$ cat config.mk
export PLATFORM = sky130hd
export DESIGN_NAME = tof_acquisition_config_regs
export DESIGN_NICKNAME = d
export VERILOG_FILES = /design/src/hdl/tof_cfg_pkg.sv /design/src/hdl/tof_cfg_decode.sv /design/src/hdl/tof_acquisition_config_regs.sv
export SDC_FILE = /design/constraint.sdc
export NUM_CORES = 1
export LEC_CHECK = 0
export BUFFER_PORTS_ARGS = -buffer_cell sky130_fd_sc_hd__buf_4
export CORE_UTILIZATION = 45
export CTS_CLUSTER_SIZE = 25
export DETAILED_ROUTE_END_ITERATION = 12
export GPL_TIMING_DRIVEN = 0
export HOLD_SLACK_MARGIN = 0.15
export PLACE_DENSITY = 0.67
export SLEW_MARGIN = 10
export SYNTH_ARGS = -nofsm -noshare
export SYNTH_HDL_FRONTEND = slang
export SYNTH_HIERARCHICAL = 1
export SYNTH_SLANG_ARGS = --single-unit
$ cat constraint.sdc
create_clock -name CORE_CLK_IN -period 5.5 [get_ports CORE_CLK_IN]
set_input_delay 1.1 -clock CORE_CLK_IN [delete_from_list [all_inputs] [get_ports CORE_CLK_IN]]
set_output_delay 1.1 -clock CORE_CLK_IN [all_outputs]
set_load 0.02 [all_outputs]
$ cat src/hdl/tof_cfg_pkg.sv
package tof_cfg_pkg;

  localparam logic [7:0] ADDR_PHASE_SAMPLE = 8'h92;
  localparam logic [7:0] ADDR_READOUT = 8'h95;
  localparam logic [7:0] ADDR_MULT_HIGH = 8'hA0;
  localparam logic [7:0] ADDR_MULT_LOW = 8'hA1;
  localparam logic [7:0] ADDR_LEN_HIGH = 8'hA2;
  localparam logic [7:0] ADDR_LEN_LOW = 8'hA3;
  localparam logic [7:0] ADDR_DELAY_CTRL = 8'hAE;
  localparam logic [7:0] ADDR_TEMP_OFFSET = 8'hD9;
  localparam logic [7:0] ADDR_DELAY_STEP = 8'hDA;

  localparam logic [7:0] RST_PHASE_SAMPLE = 8'h30;
  localparam logic [7:0] RST_READOUT = 8'h23;
  localparam logic [7:0] RST_MULT_HIGH = 8'h00;
  localparam logic [7:0] RST_MULT_LOW = 8'h01;
  localparam logic [7:0] RST_LEN_HIGH = 8'h00;
  localparam logic [7:0] RST_LEN_LOW = 8'h01;
  localparam logic [7:0] RST_DELAY_CTRL = 8'h01;
  localparam logic [7:0] RST_TEMP_OFFSET = 8'hFF;
  localparam logic [7:0] RST_DELAY_STEP = 8'hFF;

  // phase sample register fields
  localparam int SAMPLE_COUNT_LSB = 4;
  localparam int MOD_MODE_LSB = 6;
  localparam int INT_SEL_LSB = 2;
  // readout register fields
  localparam int PIXEL_MODE_LSB = 2;
  localparam int FORMAT_BIT = 5;
  localparam int RAW_BIT = 6;

  localparam logic [7:0] DELAY_OFF = 8'h01;
  localparam logic [7:0] DELAY_MANUAL = 8'h04;
  localparam logic [7:0] NOT_SUPPORTED = 8'hFF;
  localparam logic [7:0] TEMP_ZERO = 8'h7F;
  localparam logic [7:0] STEP_CENTER = 8'h80;
  // step figures in picoseconds
  localparam int STEP_UNIT_PS = 3;
  localparam int STEP_BASE_PS = 2100;

  localparam logic [7:0] UNMAPPED_READ = 8'h00;

  typedef enum logic [1:0] {
    SAMPLES_ONE, SAMPLES_TWO, SAMPLES_FOUR, SAMPLES_BAD
  } sample_count_type;

  typedef enum logic [1:0] {
    MOD_DISTANCE, MOD_GRAY, MOD_BAD
  } mod_mode_type;

  typedef enum logic [2:0] {
    full_imager_distance_mode, full_imager_gray_mode, all_pixel_sum_mode,
    center_four_sum_mode, row_sum_mode, binned_gray_mode, PIXEL_BAD
  } pixel_mode_type;

  typedef struct packed {
    sample_count_type sample_count;
    mod_mode_type mod_mode;
    pixel_mode_type pixel_mode;
    logic signed_format;
    logic flags_embedded;
    logic per_row_integration;
    logic int_sel_bad;
    logic [9:0] multiplier;
    logic [15:0] length;
    logic delay_enable;
    logic delay_bad;
    logic temp_supported;
    logic signed [8:0] temp_offset_steps;
    logic step_supported;
    logic signed [15:0] step_ps;
  } acq_config_type;

  typedef struct packed {
    logic wr;
    logic rd;
    logic [7:0] addr;
    logic [7:0] wdata;
  } reg_cmd_type;

endpackage

$ cat src/hdl/tof_cfg_decode.sv
`timescale 1ns/1ps
module tof_cfg_decode
  import tof_cfg_pkg::*;
(
  input wire logic [7:0] phase_reg_in,
  input wire logic [7:0] readout_reg_in,
  input wire logic [7:0] mult_high_in,
  input wire logic [7:0] mult_low_in,
  input wire logic [7:0] len_high_in,
  input wire logic [7:0] len_low_in,
  input wire logic [7:0] delay_ctrl_in,
  input wire logic [7:0] temp_reg_in,
  input wire logic [7:0] step_reg_in,
  output acq_config_type cfg_out
);
  wire logic [1:0] count_code = phase_reg_in[SAMPLE_COUNT_LSB +: 2];
  wire logic [1:0] mod_code = phase_reg_in[MOD_MODE_LSB +: 2];
  wire logic [1:0] int_code = phase_reg_in[INT_SEL_LSB +: 2];
  wire logic [2:0] pix_code = readout_reg_in[PIXEL_MODE_LSB +: 3];
  wire mod_mode_type mod_mode;
  wire pixel_mode_type pixel_mode;
  wire sample_count_type sample_count;
  wire logic signed [15:0] step_diff;

  assign sample_count = (count_code == 2'h0) ? SAMPLES_ONE :
                        (count_code == 2'h1) ? SAMPLES_TWO :
                        (count_code == 2'h3) ? SAMPLES_FOUR : SAMPLES_BAD;
  assign mod_mode = (mod_code == 2'h0) ? MOD_DISTANCE :
                    (mod_code == 2'h3) ? MOD_GRAY : MOD_BAD;
  assign pixel_mode = (pix_code == 3'h0) ?
                        ((mod_mode == MOD_GRAY) ? full_imager_gray_mode : full_imager_distance_mode) :
                      (pix_code == 3'h1) ? all_pixel_sum_mode :
                      (pix_code == 3'h2) ? center_four_sum_mode :
                      (pix_code == 3'h3) ? row_sum_mode :
                      (pix_code == 3'h5) ? binned_gray_mode : PIXEL_BAD;
  assign step_diff = 16'(signed'({8'h00, step_reg_in}) - signed'({8'h00, STEP_CENTER}));

  assign cfg_out.sample_count = sample_count;
  assign cfg_out.mod_mode = mod_mode;
  assign cfg_out.pixel_mode = pixel_mode;
  assign cfg_out.signed_format = readout_reg_in[FORMAT_BIT];
  assign cfg_out.flags_embedded = ~readout_reg_in[RAW_BIT];
  assign cfg_out.per_row_integration = (int_code == 2'h2);
  assign cfg_out.int_sel_bad = (int_code == 2'h1) || (int_code == 2'h3);
  assign cfg_out.multiplier = {mult_high_in[1:0], mult_low_in};
  assign cfg_out.length = {len_high_in, len_low_in};
  assign cfg_out.delay_enable = (delay_ctrl_in == DELAY_MANUAL);
  assign cfg_out.delay_bad = (delay_ctrl_in != DELAY_MANUAL) && (delay_ctrl_in != DELAY_OFF);
  assign cfg_out.temp_supported = (temp_reg_in != NOT_SUPPORTED);
  assign cfg_out.temp_offset_steps = 9'(signed'({1'b0, temp_reg_in}) - signed'({1'b0, TEMP_ZERO}));
  assign cfg_out.step_supported = (step_reg_in != NOT_SUPPORTED);
  assign cfg_out.step_ps = 16'(step_diff * 16'(STEP_UNIT_PS) + 16'(STEP_BASE_PS));
endmodule

$ cat src/hdl/tof_acquisition_config_regs.sv
`timescale 1ns/1ps
module tof_acquisition_config_regs
  import tof_cfg_pkg::*;
(
  input wire logic CORE_CLK_IN,
  input wire logic RST_IN,
  input wire logic REG_WR_IN,
  input wire logic REG_RD_IN,
  input wire logic [7:0] REG_ADDR_IN,
  input wire logic [7:0] REG_WDATA_IN,
  output logic [7:0] REG_RDATA_OUT,
  output logic REG_RVALID_OUT,
  input wire logic FRAME_START_IN,
  input wire logic MOD_TICK_IN,
  output acq_config_type CFG_OUT,
  output logic INTEGRATING_OUT,
  output logic INTEGRATION_DONE_OUT
);
  logic [7:0] phase_reg;
  logic [7:0] readout_reg;
  logic [7:0] mult_high;
  logic [7:0] mult_low;
  logic [7:0] len_high;
  logic [7:0] len_low;
  logic [7:0] delay_ctrl;
  logic [7:0] temp_reg;
  logic [7:0] step_reg;
  acq_config_type shadow_cfg;
  acq_config_type active_cfg;
  logic [15:0] period_count;
  logic [9:0] repeat_count;
  logic integrating;
  logic done;
  reg_cmd_type cmd;

  assign cmd.wr = REG_WR_IN;
  assign cmd.rd = REG_RD_IN;
  assign cmd.addr = REG_ADDR_IN;
  assign cmd.wdata = REG_WDATA_IN;

  function automatic logic hit(input reg_cmd_type c, input logic [7:0] a);
    hit = c.wr && (c.addr == a);
  endfunction

  always_ff @(posedge CORE_CLK_IN) begin
    if (RST_IN) begin
      phase_reg <= RST_PHASE_SAMPLE;
      readout_reg <= RST_READOUT;
      mult_high <= RST_MULT_HIGH;
      mult_low <= RST_MULT_LOW;
      len_high <= RST_LEN_HIGH;
      len_low <= RST_LEN_LOW;
      delay_ctrl <= RST_DELAY_CTRL;
      temp_reg <= RST_TEMP_OFFSET;
      step_reg <= RST_DELAY_STEP;
    end else begin
      if (hit(cmd, ADDR_PHASE_SAMPLE)) phase_reg <= cmd.wdata;
      if (hit(cmd, ADDR_READOUT)) readout_reg <= cmd.wdata;
      if (hit(cmd, ADDR_MULT_HIGH)) mult_high <= cmd.wdata;
      if (hit(cmd, ADDR_MULT_LOW)) mult_low <= cmd.wdata;
      if (hit(cmd, ADDR_LEN_HIGH)) len_high <= cmd.wdata;
      if (hit(cmd, ADDR_LEN_LOW)) len_low <= cmd.wdata;
      if (hit(cmd, ADDR_DELAY_CTRL)) delay_ctrl <= cmd.wdata;
      if (hit(cmd, ADDR_TEMP_OFFSET)) temp_reg <= cmd.wdata;
      if (hit(cmd, ADDR_DELAY_STEP)) step_reg <= cmd.wdata;
    end
  end

  wire logic [7:0] read_mux = (cmd.addr == ADDR_PHASE_SAMPLE) ? phase_reg :
                              (cmd.addr == ADDR_READOUT) ? readout_reg :
                              (cmd.addr == ADDR_MULT_HIGH) ? mult_high :
                              (cmd.addr == ADDR_MULT_LOW) ? mult_low :
                              (cmd.addr == ADDR_LEN_HIGH) ? len_high :
                              (cmd.addr == ADDR_LEN_LOW) ? len_low :
                              (cmd.addr == ADDR_DELAY_CTRL) ? delay_ctrl :
                              (cmd.addr == ADDR_TEMP_OFFSET) ? temp_reg :
                              (cmd.addr == ADDR_DELAY_STEP) ? step_reg : UNMAPPED_READ;

  always_ff @(posedge CORE_CLK_IN) begin
    if (RST_IN) begin
      REG_RDATA_OUT <= 8'h00;
      REG_RVALID_OUT <= 1'b0;
    end else begin
      REG_RVALID_OUT <= cmd.rd;
      if (cmd.rd) REG_RDATA_OUT <= read_mux;
    end
  end

  tof_cfg_decode u_decode (
    .phase_reg_in(phase_reg),
    .readout_reg_in(readout_reg),
    .mult_high_in(mult_high),
    .mult_low_in(mult_low),
    .len_high_in(len_high),
    .len_low_in(len_low),
    .delay_ctrl_in(delay_ctrl),
    .temp_reg_in(temp_reg),
    .step_reg_in(step_reg),
    .cfg_out(shadow_cfg)
  );

  // a mid-frame write would tear the frame, so the live set only loads on a frame start
  always_ff @(posedge CORE_CLK_IN) begin
    if (RST_IN) begin
      active_cfg <= '0;
    end else if (FRAME_START_IN) begin
      active_cfg <= shadow_cfg;
    end
  end

  // single-length integration timer; per-row lengths live outside this block
  wire logic single_mode = ~shadow_cfg.per_row_integration;
  wire logic last_period = (period_count == 16'h0001) || (period_count == 16'h0000);
  wire logic last_repeat = (repeat_count == 10'h001) || (repeat_count == 10'h000);

  always_ff @(posedge CORE_CLK_IN) begin
    if (RST_IN) begin
      period_count <= 16'h0000;
      repeat_count <= 10'h000;
      integrating <= 1'b0;
      done <= 1'b0;
    end else begin
      done <= 1'b0;
      if (FRAME_START_IN) begin
        period_count <= shadow_cfg.length;
        repeat_count <= shadow_cfg.multiplier;
        integrating <= single_mode;
      end else if (integrating && MOD_TICK_IN) begin
        if (!last_period) begin
          period_count <= period_count - 16'h0001;
        end else if (!last_repeat) begin
          period_count <= active_cfg.length;
          repeat_count <= repeat_count - 10'h001;
        end else begin
          integrating <= 1'b0;
          done <= 1'b1;
        end
      end
    end
  end

  assign CFG_OUT = active_cfg;
  assign INTEGRATING_OUT = integrating;
  assign INTEGRATION_DONE_OUT = done;
endmodule

### Yosys cells after proc, flatten, opt, wreduce, memory -nomap -nowiden

Cells that the tools add are included.
Widths: inputs -> output; s select.

| cells by class | value |
|---|---|
| $add $sub $neg | 5 |
| multiply operators | 1 |
| divide/modulo/power cells | 0 |
| magnitude comparators | 0 |
| eq/ne operators | 29 |
| shift-type cells | 0 |
| muxes and demuxes | 33 |
| bitwise operators | 4 |
| reduce and logical (&&, ||, !) cells | 26 |

Operator list:

| operator | number |
|---|---|
| $eq 8x8->1 const B | 9 |
| $mux 8 | 9 |
| $mux 16 | 4 |
| $mux 10 | 4 |
| $add 16x13->16 const B | 1 |
| $eq 16x1->1 const B | 1 |
| $logic_not 16->1 | 1 |
| $mul 16x3->16 const B | 1 |
| $ne 8x8->1 const B | 2 |
| $sub 16x1->16 const B | 1 |
| $mux 3 | 4 |
| $logic_and 1x1->1 | 11 |
| $eq 10x1->1 const B | 1 |
| $logic_not 10->1 | 1 |
| $mux 2 | 5 |
| $sub 10x1->10 const B | 1 |
| $sub 8x7->9 const B | 1 |
| $sub 8x8->9 const B | 1 |
| $eq 2x2->1 const B | 4 |
| $eq 8x3->1 const B | 1 |
| $ne 8x1->1 const B | 1 |
| $ne 8x3->1 const B | 1 |
| $mux 1 | 7 |
| $eq 2x1->1 const B | 3 |
| other kinds (13) | 23 |

| storage, ports and cells | value |
|---|---|
| bits in registers | 175 |
| bits in latches | 0 |
| bits in writable memories | 0 |
| memory bits (read-only) | 0 |
| output and inout port bits | 77 |
| word-level logic and storage cells | 128 |
| memories kept | 0 |

### Depth between registers and ports, before layout

Gate-level depths: netlist of the first run.

| depth | value |
|---|---|
| word-level depth | 10 |
| gate-level depth with buffers | 14 |
| depth with buffers taken out | 14 |

### By module

Netlist of the first run, hierarchy kept.

Modules (own cells, without submodules):

| module | instances | cells an instance | area an instance (µm²) | seq. area each (µm²) |
|---|---|---|---|---|
| tof_acquisition_config_regs | 1 | 873 | 7747.4 | 3503.4 |
| tof_cfg_decode | 1 | 140 | 1043.5 | 0.0 |

### Worst setup path before layout of the first run

OpenSTA, ideal clock, no wires.

| timing | value |
|---|---|
| path type | input to register |
| start point | in REG_ADDR_IN[6] |
| end point | reg delay_ctrl[0] |
| arrival | 2.728 ns |
| data required time | 5.363 ns |
| path slack | 2.635 ns |
| stages | 8 |
| cell sequence | clkbuf_1 -> nor4bb_1 -> and4_1 -> clkbuf_1 -> clkbuf_1 -> nand2_1 -> nand2_1 -> nand3_1 |

| on the way | value |
|---|---|
| cells in the longest elaborated chain, start to end | 2 |

RTL lines:

| element | RTL line | source |
|---|---|---|
| start, declared | tof_acquisition_config_regs.sv:9 | `input wire logic [7:0] REG_ADDR_IN,` |
| $eq 8x8->1 | tof_acquisition_config_regs.sv:42 | `hit = c.wr && (c.addr == a);` |
| $logic_and 1x1->1 | tof_acquisition_config_regs.sv:42 |  |
| end signal, assigned | tof_acquisition_config_regs.sv:63 | `if (hit(cmd, ADDR_DELAY_CTRL)) delay_ctrl <= cmd.wdata;` |
| end, declared | tof_acquisition_config_regs.sv:25 | `logic [7:0] delay_ctrl;` |

No other way between the ends.
A chain may end at the register's enable or synchronous reset.

### Worst setup path after layout of the first run

| timing | value |
|---|---|
| start point | reg period_count[0] |
| end point | reg period_count[5] |

| on the way | value |
|---|---|
| cells in the longest elaborated chain, start to end | 5 |
| elaborated cells between the ends (all ways) | 9 |

RTL lines:

| element | RTL line | source |
|---|---|---|
| start, declared | tof_acquisition_config_regs.sv:30 | `logic [15:0] period_count;` |
| start signal, assigned | tof_acquisition_config_regs.sv:125 | `period_count <= shadow_cfg.length;` |
| start signal, assigned | tof_acquisition_config_regs.sv:130 | `period_count <= period_count - 16'h0001;` |
| start signal, assigned | tof_acquisition_config_regs.sv:132 | `period_count <= active_cfg.length;` |
| branches (longest 5 deep; another with $sub 16x1->16) | -- |  |

Several ways; the timed one is not identified. The select of a mux whose other input is x is not followed.

==> run summary, run 1 <==
The run finished with clean final reports. Cell with the most instances after synthesis: dfxtp_1. Hold repair after CTS inserted 0 buffers. Endpoint of the worst-slack reg-to-reg timing path: period_count[5]. The relative slew slack was 30.42%. The logs give 8791 um^2 for the netlist area before placement and 5.83 ns for the worst endpoint required time.

Number of vias per cell: 5.602. For this run, design rule violations remaining after detail routing come to 0. The multi-input combinational cells in the finished layout cover a total of 4653 um^2.

The run gives 1173 as the total number of nets in the final design. The path category of the worst min-delay check is flip-flop to flip-flop. In this run, synthesis inferred 0 flip-flops with an integrated enable. The transition time at the pin with the least slew margin came out at 1.044 ns.

The tools report the endpoint kind of the worst setup timing path as a flip-flop. The H-tree was split into 4 levels. The highest clock frequency the design can meet came out at 342.7 MHz. Before CTS, the worst setup slack after placement is 2.193 ns. TritonCTS built the clock tree.

The tools report the final max-slew violation count as 0. The tightest hold path in the finished design has a slack of 0.4600 ns. Final total power: 2.825 mW. The number of buffers added for setup after CTS was 0. Registers take 3503 um^2. After synthesis, the share of flip-flops with an asynchronous set or reset is 0%. Max-cap violations in this run came to 0. The post-route setup TNS came out at 0 ns.

The total grt overflow came out at 0. The start of the worst register-to-register path is period_count[0]. The flip-flop count of the largest register, all copies and words added came out at 66. Along the worst path, the maximum fanout reaches 10.

The post-detailed-placement cell area was 9773 um^2; the mean routed wirelength per cell was 18.19 um. For this run, the detailed router's first-pass iteration total came to 6. The global-route wire length before repair is 39980 um, and the number of fillers in the final layout is 1838.

The tree is rooted in a clkbuf_16. For the internal cell power, the log shows 2.043 mW. In this run the power density over the cells is 273.6 nW/um^2. Summing the sequential cell areas from Yosys gives 39.85% of the chip area. The TritonCTS sink count is 175. The setup path with the least slack is of type flip-flop to flip-flop.

Clock latency on the worst-skew pair, taken at its later pin, is 0.44 ns. The arrival time of the worst setup path was 3.25 ns. After detailed routing, the total wire length is 25340 um. The average cell area after synthesis is 8.678 um^2, and the count of endpoints failing setup in the final report is 0. The number of gates resized after CTS was 0. In this run, flip-flops and latches consume 46.5% of the power. The overall die height came out at 141.8 um. For this design the total switching power over the nets is 0.7822 mW. Clock skew on the completed layout was measured at 0.01005 ns.

The largest net degree at the start of global routing came out at 17. For this block, the initial DRC count from the detailed router was 638. In the global route stage, overall resource usage came out at 25.91%.

Register clock-pin slew on the reported worst setup and hold paths: 0.07 ns. The run gives 0 as the number of antenna violations at the first check in global routing. The run gives 0 as the residual antenna-violating net count after detailed routing. In the final layout, the share of cells above drive strength 1 is 15.18%. TritonCTS created 17 clock buffers. Post-route cell area: 10330 um^2. Most used flip-flop cell after synthesis: dfxtp_1.

Synthesis produced 1013 cells. The synthesis-to-finish area growth is 17.48%, and the global placer's final weighted congestion is 0.9522. Detailed routing inserted a total of 7804 vias. The top cell type by area accounts for 39.85% of the synthesized area.

The synthesized netlist contains 63 unique library cells. The die is 141.8 um wide. The count of pins on the block boundary is 99, and the placed wire-length estimate is 18430 um. The tools report the launch point of the critical path as period_count[0].

The count of yosys warnings during synthesis is 6, and the effective utilization at floorplan is 46.38%. The biggest area contributor in the post-synthesis netlist is dfxtp_1. The highest ir drop seen on vdd came out at 0.2422 mV. The die covers 20100 um^2.

Element type at the critical path start: a flip-flop. By count the netlist is led by dfxtp_1, nor2_1, nand2_1. The area of the placeable core is 18960 um^2. Minimum period implied by the final worst setup slack: 2.918 ns.

Portion of the clock cycle consumed by the worst path in the final layout: 53.06%. For the worst flop-to-flop path, the logic depth is 9. Yosys attributes the largest share of cell area to dfxtp_1, mux2i_1, nor2_1. The maximum buffer depth of the clock tree is 2. The most critical setup path has its endpoint at period_count[5]. The fraction of power spent switching nets was 27.69%. The post-route worst setup slack came out at 2.582 ns. The leakage power of the design was 4.470 nW; the number of diodes added for antenna fixing was 0. Combinational share of power: 12.1%.

The final-report hold violation count is 0, and the clock share of power is 41.5%. Number of standard-cell rows in the floorplan: 50. Setup repair after global routing left no endpoint under its margin. After synthesis the netlist holds a flip-flop and latch count of 175.

The via count of the first global-routing pass was 7241; the register-to-register path setup slack was 2.58 ns. Input and output buffers added on the ports amount to 86.
==> metrics by stage <==
stage          std cells  util (%)
4_1_cts             1393     54.48
3_5_place_dp        1362     51.56
5_1_grt             1393     54.48
3_3_place_gp        1362     51.56
6_report            1393     54.48
2_1_floorplan       1016         -
==> final cells by class <==
class / instances / share of cell area, %
plain buffers: 107 / 5.088
clock buffers: 20 / 4.325
clock inverters: 11 / 1.042
inverters: 32 / 1.163
multi-input cells: 702 / 45.06
flip-flops and latches: 175 / 33.92
well taps: 260 / 3.150
repair buffers: 86 / 6.252
==> power groups by stage <==
| stage | clock network (mW) | logic (mW) | registers [mW] |
|---|---|---|---|
| after floorplan | 0 | 0.211 | 1.35 |
| after global placement | 0 | 0.332 | 1.34 |
| after detailed placement | 0 | 0.334 | 1.34 |
| after CTS | 1.18 | 0.335 | 1.31 |
| after global routing | 1.24 | 0.367 | 1.32 |
| final | 1.17 | 0.341 | 1.31 |
==> cells in the final DEF (no fill, tap or decap), drive strengths merged, types with 5 or more instances in the layout <==
master and instances:
a311oi 12, and4 9, o31ai 6, o211ai 6, a211o 5, o2bb2ai 8, a221oi 6, a22oi 7
nor2b 10, nor4 15, clkinvlp 5, o32ai 5, a211oi 8, nor3b 5, mux4 8, or3 5
nand2 111, o22ai 5, nor2 116, xor2 11, clkbuf 84, a31oi 6, nand4 8, xnor2 9
buf 129, o21ai 14, inv 35, ha 27, or4 6, nor3 21, a21oi 52, a21o 5
dfxtp 175, nand3 58, mux2i 94
==> worst max-delay path, cell delays in order, from the launching register on <==
cell	delay [ns]
dfxtp_1	0.47
inv_1	0.08
ha_1	0.24
or2_2	0.32
and4_1	0.17
clkbuf_1	0.23
nand2_1	0.14
clkbuf_1	0.51
mux2_2	0.42
a31o_2	0.24
==> worst min path at each step <==
stage,start,endpoint,depth (start not counted)
6_report,phase_reg[1],phase_reg[1],2
5_1_grt,phase_reg[1],phase_reg[1],2
4_1_cts,phase_reg[1],phase_reg[1],2
3_5_place_dp,phase_reg[1],phase_reg[1],2
3_3_place_gp,phase_reg[1],phase_reg[1],2
2_1_floorplan,phase_reg[0],phase_reg[0],2
==> cells by family after synthesis <==
logic type               share of synthesized area, %
multiplexers                                    13.01
flip-flops                                      39.85
adder cells (fa/ha/maj)                         4.526
buffers and inverters                           7.344
other                                         0.04266
XOR/XNOR                                        1.993
AO/OA/AOI/OAI                                   12.28
AND/OR/NAND/NOR                                 20.95
==> metal layers <==
layer / up-vias / global-route usage (%) / wire length [um]
met2: 325 / 42.65 / 11920
met4: 0 / 8.829 / 502
li1: 3765 / - / -
met1: 3673 / 34.38 / 11280
met5: - / 0 / 0
met3: 41 / 4.286 / 1634
(Power assumes the default switching activity.)
==> run 2: changes to the inputs <==
- clock period: 5.5 -> 2.86 ns (I/O delays scaled with it)
==> run 2 against run 1 <==
  * Critical path depth unchanged
  * Worst hold slack worse by 0.046 ns
  * Die area unchanged
  * First-iteration DRC count down 1.1%
  * Non-clock buffer count up 2
  * Via count down 0.96%
  * Critical path type unchanged
  * Critical endpoint unchanged
  * Highest routed layer unchanged
==> run summary, run 2 (same netlist as run 1, synthesis figures left out) <==
Timing analysis after detailed placement gives a worst setup slack of 0.03415 ns. In this run the worst hold path is classified as primary input to flip-flop. The initial utilization of the core area, before any placement, comes to 46.38%. Number of fillers in the final layout: 1836. The number of vias per cell was 5.541. Counting along the longest clock path gives a buffer depth of 2. The number of standard-cell rows in the floorplan is 50, and the power density relative to cell area is 525.2 nW/um^2. Leaving out fill and tap cells, the most frequent cell in the layout is dfxtp_1.

Maximum clock skew at final layout: 0.01090 ns. The tools report the number of antenna violations at the first check in global routing as 0. For the later-pin clock latency in the skew report, the log shows 0.43 ns. The post-route worst setup slack came out at 0.1648 ns.

In this run the clock root is driven by a clkbuf_16. The chip width came out at 141.8 um. In this run the number of H-tree levels came out at 4.

The run gives 7729 as the total number of vias. Entering global routing, the biggest net connects 17 pins. The startpoint-to-endpoint class of the critical path was flip-flop to flip-flop. After detailed routing, the average wire length per cell comes to 18.07 um. Across the run, the number of max-cap violations was 0. After layout, the minimum clock period comes to 2.695 ns. Hold repair after CTS inserted 0 buffers. The portion of the clock cycle consumed by the worst path in the final layout is 94.24%, and the synthesis-to-finish area growth is 17.66%. Endpoint kind of the worst setup timing path: a flip-flop. For the global-route wire length before repair, the log shows 39980 um.

The via count of the first global-routing pass was 7241; the post-route setup TNS was 0 ns. Fraction of layout instances using a drive strength above 1: 15.42%. The run finished with clean final reports. Setup violations remaining at the end of the flow were counted as 0.

The transition time at the pin with the least slew margin is 1.051 ns, and the highest clock frequency the design can meet is 371.0 MHz. The top cell types in the final layout, fill and taps aside, are dfxtp_1, buf_4, nor2_1. The run gives 0 as the number of diodes added for antenna fixing. The iteration count of the initial detailed-routing pass is 7, and the TritonCTS sink count is 175. Register cell area after layout: 3503 um^2.

After clock tree synthesis, the clock-pin slew on the worst setup and hold paths is 0.07 ns. Across the VDD grid, the largest voltage drop is 0.4633 mV. The area of the placeable core came out at 18960 um^2. The die covers 20100 um^2. The arrival time of the worst setup path is 3.02 ns, and the final-report hold violation count is 0. At the worst endpoint, the required time is 3.19 ns. The count of nets left with antenna violations once routing finished came out at 0. Global placer's final weighted congestion: 0.9522.

The tools report the CTS buffer count as 17. For the total grt overflow, the log shows 0. The logs give 0 for the DRC violation count after routing and 5.432 mW for the final total power. The flip-flop count of the largest register, all copies and words added is 66, and the relative slew slack is 29.93%. 99 I/O pins were placed. In this run the vertical extent of the chip is 141.8 um.

The overall track demand over capacity in global routing is 25.91%, and the number of I/O port buffers is 86. The run gives 0 as the final max-slew violation count. The worst-case hold slack is 0.4140 ns. Summed over all cells, the static leakage comes to 4.481 nW. The total wirelength of the detailed-routed design is 25210 um, and the total number of nets in the final design is 1175.

TritonCTS built the clock tree. The first routing iteration left 631 violations. Setup repair after global routing left no endpoint under its margin. Detailed placement finished with a half-perimeter wire length of 18430 um. In the final layout, the multi-input gates occupy 4653 um^2. The element type at the critical path start was a flip-flop. The highest net fanout along the worst path came out at 10.
[run 2: cell types whose count changed in the layout (fill, tap and decap cells not counted)]
| cell | before | now |
|---|---|---|
| clkbuf_1 | 66 | 65 |
| buf_4 | 118 | 120 |
| clkbuf_2 | 0 | 1 |
[run 2: per-layer routing]
layer	part of all wire, %	up-vias	track usage, %
li1	-	3764	-
met1	45	3630	34.38
met2	47	298	42.65
met3	6.0	37	4.286
met4	1.9	0	8.829
met5	0	-	0
[run 2: cell type report]
cell class	count	share of cell area, %
tap	260	3.145
timing repair buffer	88	6.387
clock buffer	20	4.318
clock inverter	11	1.040
buffer	107	5.093
inverter	32	1.161
sequential	175	33.87
multi-input combinational	702	44.99
[run 2: power by group]
| part | internal, mW | switching, mW | leakage [nW] |
|---|---|---|---|
| Combinational | 0.230 | 0.432 | 2.81 |
| Sequential | 2.48 | 0.0444 | 1.42 |
| Clock | 1.23 | 1.02 | 0.256 |
[run 2: path summary, 6_finish.rpt]
kind / startpoint / to / slack [ns] / depth (start not counted)
max: period_count[0] / period_count[5] / 0.16 / 9
min: REG_RD_IN / REG_RVALID_OUT / 0.41 / 3
max reg2reg: period_count[0] / period_count[5] / 0.16 / 9
min reg2reg: phase_reg[1] / phase_reg[1] / 0.46 / 2
[run 2: critical path, stage by stage, from the launching register on]
cell	delay, ns
dfxtp_1	0.47
inv_1	0.08
ha_1	0.24
or2_2	0.32
and4_1	0.17
clkbuf_1	0.23
nand2_1	0.15
clkbuf_2	0.30
mux2_2	0.39
a31o_2	0.24
[run 2: what timing repair did]
action,CTS,global route
setup endpoints to repair,0,2
resized for setup,0,2
buffers inserted,0,2
[run 2: stage by stage]
step                cell area (um^2)  util [%]  instances
finish                         10340     54.57       1395
global route                   10340     54.57       1395
CTS                            10330     54.48       1393
detailed placement              9773     51.56       1362
global placement                9773     51.56       1362
floorplan                       8802         -       1016
